## src/modulo_timer_defs.svh

```systemverilog
// constant definitions for the 8-bit modulo timer
`ifndef MODULO_TIMER_DEFS_SVH
`define MODULO_TIMER_DEFS_SVH
// ==========================================================
// register byte addresses
`define ADDR_STATUS_CONTROL 12'h000
`define ADDR_CLOCK_CONFIG   12'h004
`define ADDR_COUNT_VALUE    12'h008
`define ADDR_COMPARE_VALUE  12'h00c
`define ADDR_IRQ_PENDING    12'h010
`define ADDR_MODE           12'h014
`define ADDR_IRQ_STATUS     12'h018
`define ADDR_IRQ_ENABLE     12'h01c
`define ADDR_IRQ_CLEAR      12'h020
// ==========================================================
// field positions
`define SC_FLAG_BIT    7
`define SC_IE_BIT      6
`define SC_RST_BIT     5
`define SC_STOP_BIT    4
`define CK_SRC_LSB     4
`define PS_MAX         4'h8
`define PENDING_BIT    2
// ==========================================================
// reset values
`define SC_RESET       8'h10
`define CK_RESET       8'h00
`define MOD_RESET      8'h00
`define SRC_BUS        2'h0
`endif

```

## src/modulo_timer_pkg.sv

```systemverilog
// types shared by the modulo timer
`default_nettype none
package modulo_timer_pkg;
    typedef enum logic [1:0] {MODE_MODULO, MODE_FREE, MODE_STOP} timer_mode_t;
    typedef struct packed {
        logic       overflow_flag;
        logic       overflow_irq_enable;
        logic       counter_stop_bit;
    } sc_bits_t;
    typedef struct packed {
        logic [1:0] clock_source_select;
        logic [3:0] prescale_select;
    } clk_cfg_t;
endpackage : modulo_timer_pkg
`default_nettype wire

```

## src/modulo_timer.sv

```systemverilog
// modulo timer with prescaler, apb registers and interrupt output
`include "modulo_timer_defs.svh"
`default_nettype none
module modulo_timer
    import modulo_timer_pkg::*;
(
    // clock, reset, enable
    input  wire logic        SYS_CLK,
    input  wire logic        NRST,
    input  wire logic        CLK_EN,
    // external source clocks, asynchronous
    input  wire logic [2:0]  EXT_CLK,
    // apb slave
    input  wire logic        PSEL,
    input  wire logic        PENABLE,
    input  wire logic        PWRITE,
    input  wire logic [11:0] PADDR,
    input  wire logic [31:0] PWDATA,
    output logic      [31:0] PRDATA,
    output logic             PREADY,
    output logic             PSLVERR,
    // interrupt
    output logic             IRQ
);
    // ==========================================================
    // state
    sc_bits_t    sc_reg;
    clk_cfg_t    ck_reg;
    timer_mode_t mode_reg;
    logic [7:0]  count_reg;
    logic [7:0]  mod_reg;
    logic [7:0]  pre_reg;
    logic [2:0]  ext_s1_reg;
    logic [2:0]  ext_s2_reg;
    logic [2:0]  ext_s3_reg;
    logic        irq_st_reg;
    logic        irq_en_reg;
    logic        rd_stat_reg;

    // ==========================================================
    // apb decode
    wire logic acc      = PSEL & PENABLE & CLK_EN;
    wire logic wr       = acc & PWRITE;
    wire logic rd       = acc & ~PWRITE;
    wire logic hit_sc   = PADDR == `ADDR_STATUS_CONTROL;
    wire logic hit_ck   = PADDR == `ADDR_CLOCK_CONFIG;
    wire logic hit_cnt  = PADDR == `ADDR_COUNT_VALUE;
    wire logic hit_mod  = PADDR == `ADDR_COMPARE_VALUE;
    wire logic hit_pnd  = PADDR == `ADDR_IRQ_PENDING;
    wire logic hit_mode = PADDR == `ADDR_MODE;
    wire logic hit_ist  = PADDR == `ADDR_IRQ_STATUS;
    wire logic hit_ien  = PADDR == `ADDR_IRQ_ENABLE;
    wire logic hit_icl  = PADDR == `ADDR_IRQ_CLEAR;
    wire logic mapped   = hit_sc | hit_ck | hit_cnt | hit_mod | hit_pnd | hit_mode
                        | hit_ist | hit_ien | hit_icl;
    wire logic wr_sc    = wr & hit_sc;
    wire logic wr_cnt   = wr & hit_cnt;
    wire logic wr_mod   = wr & hit_mod;
    wire logic cnt_rst  = wr_sc & PWDATA[`SC_RST_BIT];

    // ==========================================================
    // source selection: bus clock or a synchronised external edge
    wire logic [2:0] ext_rise = ext_s2_reg & ~ext_s3_reg;
    wire logic src_tick = (ck_reg.clock_source_select == `SRC_BUS) ? 1'b1
                        : ext_rise[ck_reg.clock_source_select - 2'h1];

    // prescaler: tick when the low ps bits of the divider wrap
    wire logic [8:0] ps_mask = (9'h001 << ck_reg.prescale_select) - 9'h001;
    wire logic [7:0] pre_next = pre_reg + 8'h01;
    wire logic pre_tick = src_tick & ((pre_reg & ps_mask[7:0]) == ps_mask[7:0]);
    wire logic running  = ~sc_reg.counter_stop_bit & (mode_reg != MODE_STOP);
    wire logic cnt_tick = pre_tick & running;

    // match and wrap
    wire logic match     = (mode_reg == MODE_MODULO) ? (count_reg == mod_reg)
                                                     : (count_reg == 8'hff);
    wire logic overflow  = cnt_tick & match;
    wire logic [7:0] count_next = overflow ? 8'h00 : count_reg + 8'h01;
    wire logic flag_clr = wr_sc & rd_stat_reg & ~PWDATA[`SC_FLAG_BIT];

    // ==========================================================
    // read mux
    wire logic [7:0] sc_rd = {sc_reg.overflow_flag, sc_reg.overflow_irq_enable, 1'b0,
                              sc_reg.counter_stop_bit, 4'h0};
    wire logic [7:0] pnd_rd = {5'h00, sc_reg.overflow_flag & sc_reg.overflow_irq_enable,
                               2'h0};
    wire logic [31:0] rd_mux =
          hit_sc   ? {24'h0, sc_rd}
        : hit_ck   ? {24'h0, 2'h0, ck_reg}
        : hit_cnt  ? {24'h0, count_reg}
        : hit_mod  ? {24'h0, mod_reg}
        : hit_pnd  ? {24'h0, pnd_rd}
        : hit_mode ? {30'h0, mode_reg}
        : hit_ist  ? {31'h0, irq_st_reg}
        : hit_ien  ? {31'h0, irq_en_reg}
        : 32'h0;

    // ==========================================================
    // synchronisers for the external sources
    always_ff @(posedge SYS_CLK)
    begin
        if (!NRST)
        begin
            ext_s1_reg <= 3'h0;
            ext_s2_reg <= 3'h0;
            ext_s3_reg <= 3'h0;
        end
        else if (CLK_EN)
        begin
            ext_s1_reg <= EXT_CLK;
            ext_s2_reg <= ext_s1_reg;
            ext_s3_reg <= ext_s2_reg;
        end
    end

    // prescaler divider, cleared by a counter reset or a count write, not by a compare write
    always_ff @(posedge SYS_CLK)
    begin
        if (!NRST)
            pre_reg <= 8'h00;
        else if (CLK_EN)
        begin
            if (cnt_rst || wr_cnt)
                pre_reg <= 8'h00;
            else if (src_tick && running)
                pre_reg <= pre_next;
        end
    end

    // counter
    always_ff @(posedge SYS_CLK)
    begin
        if (!NRST)
            count_reg <= 8'h00;
        else if (CLK_EN)
        begin
            if (cnt_rst || wr_cnt || wr_mod)
                count_reg <= 8'h00;
            else if (cnt_tick)
                count_reg <= count_next;
        end
    end

    // status/control; a new overflow beats a clear
    always_ff @(posedge SYS_CLK)
    begin
        if (!NRST)
            sc_reg <= sc_bits_t'(3'h1);
        else if (CLK_EN)
        begin
            if (wr_sc)
            begin
                sc_reg.overflow_irq_enable <= PWDATA[`SC_IE_BIT];
                sc_reg.counter_stop_bit    <= PWDATA[`SC_STOP_BIT];
            end
            if (overflow)
                sc_reg.overflow_flag <= 1'b1;
            else if (flag_clr)
                sc_reg.overflow_flag <= 1'b0;
        end
    end

    // read of status with flag set arms the clear
    always_ff @(posedge SYS_CLK)
    begin
        if (!NRST)
            rd_stat_reg <= 1'b0;
        else if (CLK_EN)
        begin
            if (rd && hit_sc)
                rd_stat_reg <= sc_reg.overflow_flag;
            else if (wr_sc)
                rd_stat_reg <= 1'b0;
        end
    end

    // configuration registers
    always_ff @(posedge SYS_CLK)
    begin
        if (!NRST)
        begin
            ck_reg   <= clk_cfg_t'(`CK_RESET);
            mod_reg  <= `MOD_RESET;
            mode_reg <= MODE_MODULO;
        end
        else if (CLK_EN)
        begin
            if (wr && hit_ck)
                ck_reg <= clk_cfg_t'({PWDATA[5:4],
                          (PWDATA[3:0] > `PS_MAX) ? `PS_MAX : PWDATA[3:0]});
            if (wr_mod)
                mod_reg <= PWDATA[7:0];
            if (wr && hit_mode && PWDATA[1:0] != 2'h3)
                mode_reg <= timer_mode_t'(PWDATA[1:0]);
        end
    end

    // interrupt status, enable and clear; set wins over clear
    always_ff @(posedge SYS_CLK)
    begin
        if (!NRST)
        begin
            irq_st_reg <= 1'b0;
            irq_en_reg <= 1'b0;
            IRQ        <= 1'b0;
        end
        else if (CLK_EN)
        begin
            if (overflow && sc_reg.overflow_irq_enable)
                irq_st_reg <= 1'b1;
            else if (wr && hit_icl && PWDATA[0])
                irq_st_reg <= 1'b0;
            if (wr && hit_ien)
                irq_en_reg <= PWDATA[0];
            IRQ <= irq_st_reg & irq_en_reg;
        end
    end

    // apb answer: one wait-free access phase
    always_ff @(posedge SYS_CLK)
    begin
        if (!NRST)
        begin
            PRDATA  <= 32'h0;
            PREADY  <= 1'b0;
            PSLVERR <= 1'b0;
        end
        else if (CLK_EN)
        begin
            PREADY  <= PSEL & ~PENABLE;
            PSLVERR <= PSEL & ~PENABLE & ~mapped;
            if (PSEL && !PENABLE && !PWRITE)
                PRDATA <= rd_mux;
        end
    end

    // ==========================================================
    // checks
    chk_stop_holds: assert property (@(posedge SYS_CLK) disable iff (!NRST)
        CLK_EN && sc_reg.counter_stop_bit && !wr_cnt && !cnt_rst && !wr_mod
        |=> $stable(count_reg)) else $error("count moved while stopped");
    chk_count_step: assert property (@(posedge SYS_CLK) disable iff (!NRST)
        CLK_EN && cnt_tick && !match && !cnt_rst && !wr_cnt && !wr_mod
        |=> count_reg == $past(count_reg) + 8'h01) else $error("count step wrong");
    chk_wrap_zero: assert property (@(posedge SYS_CLK) disable iff (!NRST)
        CLK_EN && overflow && !cnt_rst && !wr_cnt && !wr_mod
        |=> count_reg == 8'h00) else $error("no wrap after match");
    chk_flag_set: assert property (@(posedge SYS_CLK) disable iff (!NRST)
        CLK_EN && overflow |=> sc_reg.overflow_flag) else $error("flag not set");
    chk_reset_cnt: assert property (@(posedge SYS_CLK) disable iff (!NRST)
        cnt_rst |=> count_reg == 8'h00 && pre_reg == 8'h00) else $error("reset failed");
    chk_pending: assert property (@(posedge SYS_CLK) disable iff (!NRST)
        CLK_EN && PSEL && !PENABLE && !PWRITE && hit_pnd
        |=> PRDATA[`PENDING_BIT] == $past(sc_reg.overflow_flag && sc_reg.overflow_irq_enable))
        else $error("pending bit wrong");
    chk_ps_range: assert property (@(posedge SYS_CLK) disable iff (!NRST)
        ck_reg.prescale_select <= `PS_MAX) else $error("prescale out of range");
    // a mode change may leave the count above compare; only a count inside stays inside
    chk_no_count_limit: assert property (@(posedge SYS_CLK) disable iff (!NRST)
        CLK_EN && mode_reg == MODE_MODULO && count_reg <= mod_reg && !wr_mod
        |=> count_reg <= mod_reg || $changed(mod_reg)) else $error("count beyond compare");
    chk_irq_follow: assert property (@(posedge SYS_CLK) disable iff (!NRST)
        CLK_EN && irq_st_reg && irq_en_reg |=> IRQ) else $error("irq missing");
    chk_irq_masked: assert property (@(posedge SYS_CLK) disable iff (!NRST)
        CLK_EN && !irq_en_reg |=> !IRQ) else $error("irq while masked");
    chk_irq_status: assert property (@(posedge SYS_CLK) disable iff (!NRST)
        CLK_EN && overflow && sc_reg.overflow_irq_enable |=> irq_st_reg)
        else $error("irq status not set");

    // ==========================================================
    // bus answer checks
    chk_ready_setup: assert property (@(posedge SYS_CLK) disable iff (!NRST)
        CLK_EN && PSEL && !PENABLE |=> PREADY) else $error("ready missing");
    chk_ready_once: assert property (@(posedge SYS_CLK) disable iff (!NRST)
        CLK_EN && PSEL && PENABLE |=> !PREADY) else $error("ready held too long");
    chk_err_unmapped: assert property (@(posedge SYS_CLK) disable iff (!NRST)
        CLK_EN && PSEL && !PENABLE && !mapped |=> PSLVERR) else $error("error missing");
    chk_err_mapped: assert property (@(posedge SYS_CLK) disable iff (!NRST)
        CLK_EN && PSEL && !PENABLE && mapped |=> !PSLVERR) else $error("false error");
    chk_read_count: assert property (@(posedge SYS_CLK) disable iff (!NRST)
        CLK_EN && PSEL && !PENABLE && !PWRITE && hit_cnt
        |=> PRDATA == {24'h0, $past(count_reg)}) else $error("count read wrong");
    chk_read_flag: assert property (@(posedge SYS_CLK) disable iff (!NRST)
        CLK_EN && PSEL && !PENABLE && !PWRITE && hit_sc
        |=> PRDATA[`SC_FLAG_BIT] == $past(sc_reg.overflow_flag)) else $error("flag read wrong");

    // ==========================================================
    // control register checks
    chk_ie_write: assert property (@(posedge SYS_CLK) disable iff (!NRST)
        wr_sc |=> sc_reg.overflow_irq_enable == $past(PWDATA[`SC_IE_BIT]))
        else $error("irq enable write lost");
    chk_stop_write: assert property (@(posedge SYS_CLK) disable iff (!NRST)
        wr_sc |=> sc_reg.counter_stop_bit == $past(PWDATA[`SC_STOP_BIT]))
        else $error("stop write lost");
    chk_flag_clear: assert property (@(posedge SYS_CLK) disable iff (!NRST)
        flag_clr && !overflow |=> !sc_reg.overflow_flag) else $error("flag not cleared");
    chk_flag_sticky: assert property (@(posedge SYS_CLK) disable iff (!NRST)
        sc_reg.overflow_flag && !flag_clr |=> sc_reg.overflow_flag)
        else $error("flag dropped by itself");
    chk_mod_write: assert property (@(posedge SYS_CLK) disable iff (!NRST)
        wr_mod |=> mod_reg == $past(PWDATA[7:0]) && count_reg == 8'h00)
        else $error("compare write wrong");
    chk_cnt_write: assert property (@(posedge SYS_CLK) disable iff (!NRST)
        wr_cnt |=> count_reg == 8'h00 && pre_reg == 8'h00) else $error("count write wrong");
    chk_ps_write: assert property (@(posedge SYS_CLK) disable iff (!NRST)
        wr && hit_ck && PWDATA[3:0] <= `PS_MAX
        |=> ck_reg.prescale_select == $past(PWDATA[3:0])) else $error("prescale write lost");
    chk_mode_refuse: assert property (@(posedge SYS_CLK) disable iff (!NRST)
        wr && hit_mode && PWDATA[1:0] == 2'h3 |=> $stable(mode_reg))
        else $error("illegal mode taken");

    // ==========================================================
    // counting checks
    chk_ext_idle: assert property (@(posedge SYS_CLK) disable iff (!NRST)
        ck_reg.clock_source_select != `SRC_BUS && ext_rise == 3'h0 |-> !pre_tick)
        else $error("tick without source edge");
    chk_free_wrap: assert property (@(posedge SYS_CLK) disable iff (!NRST)
        CLK_EN && cnt_tick && mode_reg == MODE_FREE && count_reg == 8'hff
        && !cnt_rst && !wr_cnt && !wr_mod |=> count_reg == 8'h00) else $error("free no wrap");
    chk_freeze_count: assert property (@(posedge SYS_CLK) disable iff (!NRST)
        !CLK_EN |=> $stable(count_reg)) else $error("count moved while frozen");
    chk_freeze_irq: assert property (@(posedge SYS_CLK) disable iff (!NRST)
        !CLK_EN |=> $stable(IRQ)) else $error("irq moved while frozen");

    // ==========================================================
    // coverage of the main scenarios
    cov_overflow:  cover property (@(posedge SYS_CLK) overflow);
    cov_flag_clr:  cover property (@(posedge SYS_CLK) flag_clr);
    cov_free:      cover property (@(posedge SYS_CLK) overflow && mode_reg == MODE_FREE);
    cov_ext_tick:  cover property (@(posedge SYS_CLK) cnt_tick && ck_reg.clock_source_select != `SRC_BUS);
    cov_freeze:    cover property (@(posedge SYS_CLK) !CLK_EN && running);
endmodule : modulo_timer
`default_nettype wire

```

## config.mk

```make
export PLATFORM = sky130hd
export DESIGN_NAME = modulo_timer
export DESIGN_NICKNAME = d
export VERILOG_FILES = /design/src/modulo_timer_pkg.sv /design/src/modulo_timer.sv
export VERILOG_INCLUDE_DIRS = /design/src
export SDC_FILE = /design/constraint.sdc
export NUM_CORES = 1
export LEC_CHECK = 0
export BUFFER_PORTS_ARGS = -buffer_cell sky130_fd_sc_hd__buf_2
export CAP_MARGIN = 10
export CORE_MARGIN = 4
export CORE_UTILIZATION = 40
export CTS_CLUSTER_DIAMETER = 120
export CTS_CLUSTER_SIZE = 24
export DETAILED_ROUTE_END_ITERATION = 16
export MAX_ROUTING_LAYER = met4
export PLACE_DENSITY_LB_ADDON = 0.1
export SYNTH_ARGS = -nofsm -noshare
export SYNTH_HDL_FRONTEND = slang
export SYNTH_SLANG_ARGS = --single-unit
export TNS_END_PERCENT = 20
```

## constraint.sdc

```tcl
create_clock -name SYS_CLK -period 2.9 [get_ports SYS_CLK]
set_clock_uncertainty 0.2 [all_clocks]
set_input_delay 0.145 -clock SYS_CLK [delete_from_list [all_inputs] [get_ports SYS_CLK]]
set_output_delay 0.145 -clock SYS_CLK [all_outputs]
set_load 0.05 [all_outputs]
```

# --- Word level (Yosys, flattened, before mapping) ---
# Cells that the tools add are included.
op_classes:
  n_addsub: 4
  n_bitwise: 34
  n_eq_ne: 13
  shifts: 1
  n_mux: 24
  n_reduce_logical: 34
  n_lt_le_gt_ge: 2
op_table:
  columns: ["cell", "count"]
  rows:
  - ["2-to-1 mux 8 bit", 9]
  - ["equality test 12 x 5 -> 1 bit (second input constant)", 4]
  - ["equality test 12 x 4 -> 1 bit (second input constant)", 2]
  - ["AND reduction 2 bit", 11]
  - ["bitwise AND 1 bit", 18]
  - ["adder 8 x 1 -> 8 bit (second input constant)", 2]
  - ["equality test 8 bit", 2]
  - ["equality test 12 x 3 -> 1 bit (second input constant)", 1]
  - ["equality test 12 x 6 -> 1 bit (second input constant)", 1]
  - ["zero test 12 bit", 1]
  - ["logical AND 1 bit", 11]
  - ["2-to-1 mux 1 bit", 11]
  - ["nonzero test 2 bit", 5]
  - ["bitwise AND 8 bit", 1]
  - ["equality test 8 bit (second input constant)", 1]
  - ["OR 1 bit", 8]
  - ["left shift 1 x 4 -> 8 bit (first input constant)", 1]
  - ["subtractor 8 x 1 -> 8 bit (second input constant)", 1]
  - ["NOT 1 bit", 5]
  - ["> comparator 4 bit (second input constant)", 1]
  - ["zero test 2 bit", 2]
  - ["2-to-1 mux 4 bit", 1]
  - ["!= test 2 bit (second input constant)", 2]
  - ["bitwise AND 3 bit", 1]
  - ["8 further kinds", 10]
word_totals:
  wordCells: 131
  output_inout_bits: 35
  register_bits: 82

# --- Depth between registers and ports, before layout ---
logic_depth:
  word_depth: 11
  mapped_depth: 11

# --- Worst setup path after synthesis ---
# Ideal clock, no wire load.
synth_path:
  path_kind: "register to register"
  start: "reg ck_reg[3] in the netlist's numbering"
  end: "reg count_reg[6]"
  setup_slack_ns: 0.026
  stages_incl_launch_ff: 11
  synth_period_minus_slack_ns: 2.874
  t_arrival_ns: 2.595
  path_buffers: 1
  setup_ns: 0.079
  path_cell_list: "dfxtp_1 > buf_6 > nor3_1 > nand2b_2 > ha_1 > and2b_1 > a221o_1 > a2111oi_4 > a21oi_2 > or4_1 > a22oi_1"
synth_via:
  elab_chain_cells: 10
synth_lines:
  columns: ["element", "line_no", "rtl"]
  rows:
  - ["from (decl)", "modulo_timer.sv:28", "clk_cfg_t ck_reg;"]
  - ["from (signal assigned)", "modulo_timer.sv:182", "ck_reg <= clk_cfg_t'(`CK_RESET);"]
  - ["from (signal assigned)", "modulo_timer.sv:189", "ck_reg <= clk_cfg_t'({PWDATA[5:4],"]
  - ["left shift 1 x 4 -> 8 bit (*)", "modulo_timer.sv:68", "wire logic [8:0] ps_mask = (9'h001 << ck_reg.prescale_select) - 9'h001;"]
  - ["subtractor 8 x 1 -> 8 bit (*)", "modulo_timer.sv:68", null]
  - ["bitwise AND 8 bit", "modulo_timer.sv:70", "wire logic pre_tick = src_tick & ((pre_reg & ps_mask[7:0]) == ps_mask[7:0]);"]
  - ["equality test 8 bit (*)", "modulo_timer.sv:70", null]
  - ["bitwise AND 1 bit (*)", "modulo_timer.sv:70", null]
  - ["bitwise AND 1 bit (*)", "modulo_timer.sv:72", "wire logic cnt_tick = pre_tick & running;"]
  - ["bitwise AND 1 bit", "modulo_timer.sv:77", "wire logic overflow = cnt_tick & match;"]
  - ["2-to-1 mux 8 bit", "modulo_timer.sv:78", "wire logic [7:0] count_next = overflow ? 8'h00 : count_reg + 8'h01;"]
  - ["2-to-1 mux 8 bit", "modulo_timer.sv:139", "else if (cnt_tick)"]
  - ["2-to-1 mux 8 bit", "modulo_timer.sv:137", "if (cnt_rst || wr_cnt || wr_mod)"]
  - ["to (signal assigned)", "modulo_timer.sv:140", "count_reg <= count_next;"]
  - ["to (decl)", "modulo_timer.sv:30", "logic [7:0] count_reg;"]
# Every way passes the cells marked *; elsewhere a longest branch is shown, timed or not. The select of a mux whose other input is x is not followed.
# A chain may end at the register's enable or synchronous reset.

# --- Worst setup path in the final report ---
layout_path:
  start: "reg ck_reg[2] in the netlist's numbering"
  end: "reg count_reg[7]"
# Same word-level chain as after synthesis.

==> results.tsv <==
stage	metric	value	unit
placement	IO buf count	39	
grt	grt total ovfl	0	
setup_path	Buf/Inv on CP	0	
synth	Most used DFF post-synth	dfxtp_1	
clock_tree	CTS tree	yes	
synth	Synth async-reset ratio	0	%
final_layout	most frequent cells in the layout	dfxtp_1, nand2_1, buf_2	
synth	synthesis-stage register bit count	58	
floorplanning	num rows	33	
clock_tree	clock root cell	clkbuf_8	
final_layout	fin util	49.2	%
clock_tree	H-tree depth	3	
synth	unique cell type count in the Yosys netlist	66	
sta	Setup Viol. Count Final	0	
detailed_routing	drt pass-1 iters	5	
floorplanning	Core Footprint	0.00838	sq mm
clock_tree	clock latency on the worst-skew pair	0.35	ns
flow_run	MaxCap Viol Count	0	
final_layout	Reg area	0.00116	sq mm
synth	Yosys top cell by area	dfxtp_1	
setup_path	Worst EP required	2.97	ns
placement	worst slack at placement	-0.0537	ns
power_and_ir_drop	Pwr Density	457	mW/mm^2
final_layout	area grow syn2layout	17.0	%
floorplanning	Die X-Extent	102	um
setup_path	CP max stage cell	or4_1	
sta	Fin Setup TNS	0	ns
setup_path	delay-heaviest family, CP	compound AO/OA/AOI/OAI gates	
final_layout	commonest non-fill, non-tap cell in the layout	dfxtp_1	
setup_path	CP startpoint kind	flop	
placement	Final GP Congestion	0.837	
clock_tree	clock buffer depth	2	
detailed_routing	final wirelength	9130	um
synth	Synth Instances	413	
floorplanning	io pins	88	
synth	Synth Area in Compound Gates	17.8	%
detailed_routing	Via density	5.33	
clock_tree	cts bufs inserted	9	
sta	max-slew violation count	0	
floorplanning	Die ar.	0.0104	sq mm
clock_tree	Reg clk slew, reported paths	0.07	ns
setup_path	crit path cell chain	nor3_2, nand2b_2, ha_2, and2b_1, a221o_1, a2111oi_4, a21oi_4, or4_1, a22oi_1	
final_layout	multi-input gate area in the final layout	0.00207	sq mm
setup_path	Critical Path End Type	flop	
synth	simple logic cell fraction of the synthesized area	27.4	%
grt	gr usage total	19.3	%
sta	Final Critical Period	2.77	ns
clock_tree	post-CTS setup buffers	0	
final_layout	layout net count	531	
synth	Syn Std Cell Area	0.00353	sq mm
setup_path	critical path arrival	2.85	ns
grt	vias in the first global route	3015	
power_and_ir_drop	Peak VDD IR	217	uV
sta	RSZ-0062 raised after global routing	true	
floorplanning	effective utilization at floorplan	42.1	%
clock_tree	CTS sink cnt	58	
placement	DP Wirelength	6640	um
min_path	Hold WC Path Type	input port to flop	
detailed_routing	Avg WL per Cell	15.6	um
final_layout	layout cells sized above 1	20.9	%
floorplanning	die height	102	um
setup_path	crit-path max FO	11	
status	result of the run	completed	
placement	dpl cells	553	
sta	Final Cycle Share	95.5	%
setup_path	Crit Path Class	flop to flop	
synth	mux share of post-synthesis cell area	6.14	%
grt	first-pass GRT wire length	15000	um
sta	Final Hold Viols	0	
sta	Max transition margin	60.7	%
grt	antenna violations before repair	0	
synth	syn_area_per_cell	8.54	sq um
synth	XOR/XNOR share of the synthesized area	2.48	%
detailed_routing	vias	3112	
synth	Synth top area share	32.9	%
sta	PnR worst setup slack	0.129	ns
sta	Achievable Freq	361	MHz
detailed_routing	DRC	0	
synth	largest family of logic cells by synthesized area	simple AND/OR/NAND/NOR gates	
final_layout	final std cells w/o fill	584	
synth	Yosys warnings	0	
synth	register area share after synthesis	32.9	%
final_layout	ant diodes	0	
power_and_ir_drop	Leakage	1.54	nW
synth	adder-cell share of the synthesized area	1.42	%
synth	number of synthesized flops with an enable pin	0	
detailed_routing	DR iter-0 viols	141	
setup_path	CP peak stage delay	0.52	ns
final_layout	FILL cells	845	
synth	most area-consuming cells after synthesis	dfxtp_1, buf_4, nand2_1	
sta	Slew @ Worst Pin	0.588	ns
grt	pin count of the biggest net entering global routing	31	
detailed_routing	antenna viol nets, final	0	
## Yosys cell counts, types with 3 or more instances
cell,count
o32ai_1,4
nor3_1,9
o22ai_1,4
nand2_1,48
nor4bb_1,6
a22oi_1,11
nand2b_1,6
buf_6,4
clkbuf_1,11
o21ai_0,10
nand3_1,10
a21oi_1,22
dfxtp_1,58
o31ai_1,3
nand4_1,13
xnor2_1,9
or3_1,3
or3_2,3
and2_1,4
a21boi_0,18
nor2b_1,20
or4_1,3
inv_1,7
nor2_1,24
nand3b_1,5
mux2i_1,16
ha_1,4
mux2_2,5
nor4_1,5
buf_4,25
## layout make-up
cell class | instances | share of cell area, %
Clock inverter | 4 | 1.76
Multi-Input combinational cell | 323 | 50.1
Tap cell | 105 | 3.18
Inverter | 7 | 0.637
Clock buffer | 12 | 4.00
Timing Repair Buffer | 75 | 12.2
Sequential cell | 58 | 28.1
## routing by layer
layer / GRT usage, % / part of all wire (%) / wire (um)
met4: 7.27 / 0.92 / 84
met3: 2.66 / 4.7 / 432
met5: - / 0 / 0
met1: 24.2 / 47 / 4250
met2: 31.6 / 48 / 4360
## through the flow
step	hold slack (ns)	power [mW]	area, sq um
4_1_cts	0.0113	1.90	4110
5_1_grt	0.0347	1.95	4130
3_3_place_gp	0.208	0.993	3710
3_5_place_dp	0.209	0.994	3710
2_1_floorplan	0.0923	0.978	3610
6_report	0.00935	1.89	4130
## repair_timing
item                                    CTS  global route
hold endpoints to repair                 26             0
endpoints found under the setup margin    7            10
cloned                                    0             0
resized for setup                         2             4
pin swaps                                 0             2
hold buffers                             15             0
## path summary, 6_finish.rpt
path / startpoint / to / slack [ns] / cells after the start
worst max-delay path: ck_reg[2] / count_reg[7] / 0.13 / 9
worst min-delay path: NRST / mode_reg[1] / 0.009 / 2
worst max register to register: ck_reg[2] / count_reg[7] / 0.13 / 9
worst min register to register: PRDATA[0] / PRDATA[0] / 0.26 / 2
## where the power goes
part	switching, mW	internal (mW)
registers	0.00312	0.802
clock network	0.342	0.552
logic	0.133	0.0534
total	0.478	1.41
## kinds of logic after synthesis
group	Yosys count
AND/OR/NAND/NOR	175
AO/OA/AOI/OAI	89
flip-flops	58
buffers and inverters	55
multiplexers	21
XOR/XNOR	10
adder cells (fa/ha/maj)	4
other	1
## worst register-to-register path, delay by kind of cell, from the launching register on
| kind | cells | cell delay [ns] |
|---|---|---|
| fa+ha+maj | 1 | 0.19 |
| flops | 1 | 0.32 |
| compound gates | 4 | 0.99 |
| simple gates | 4 | 0.99 |
Power figures use the tool's default switching activity.
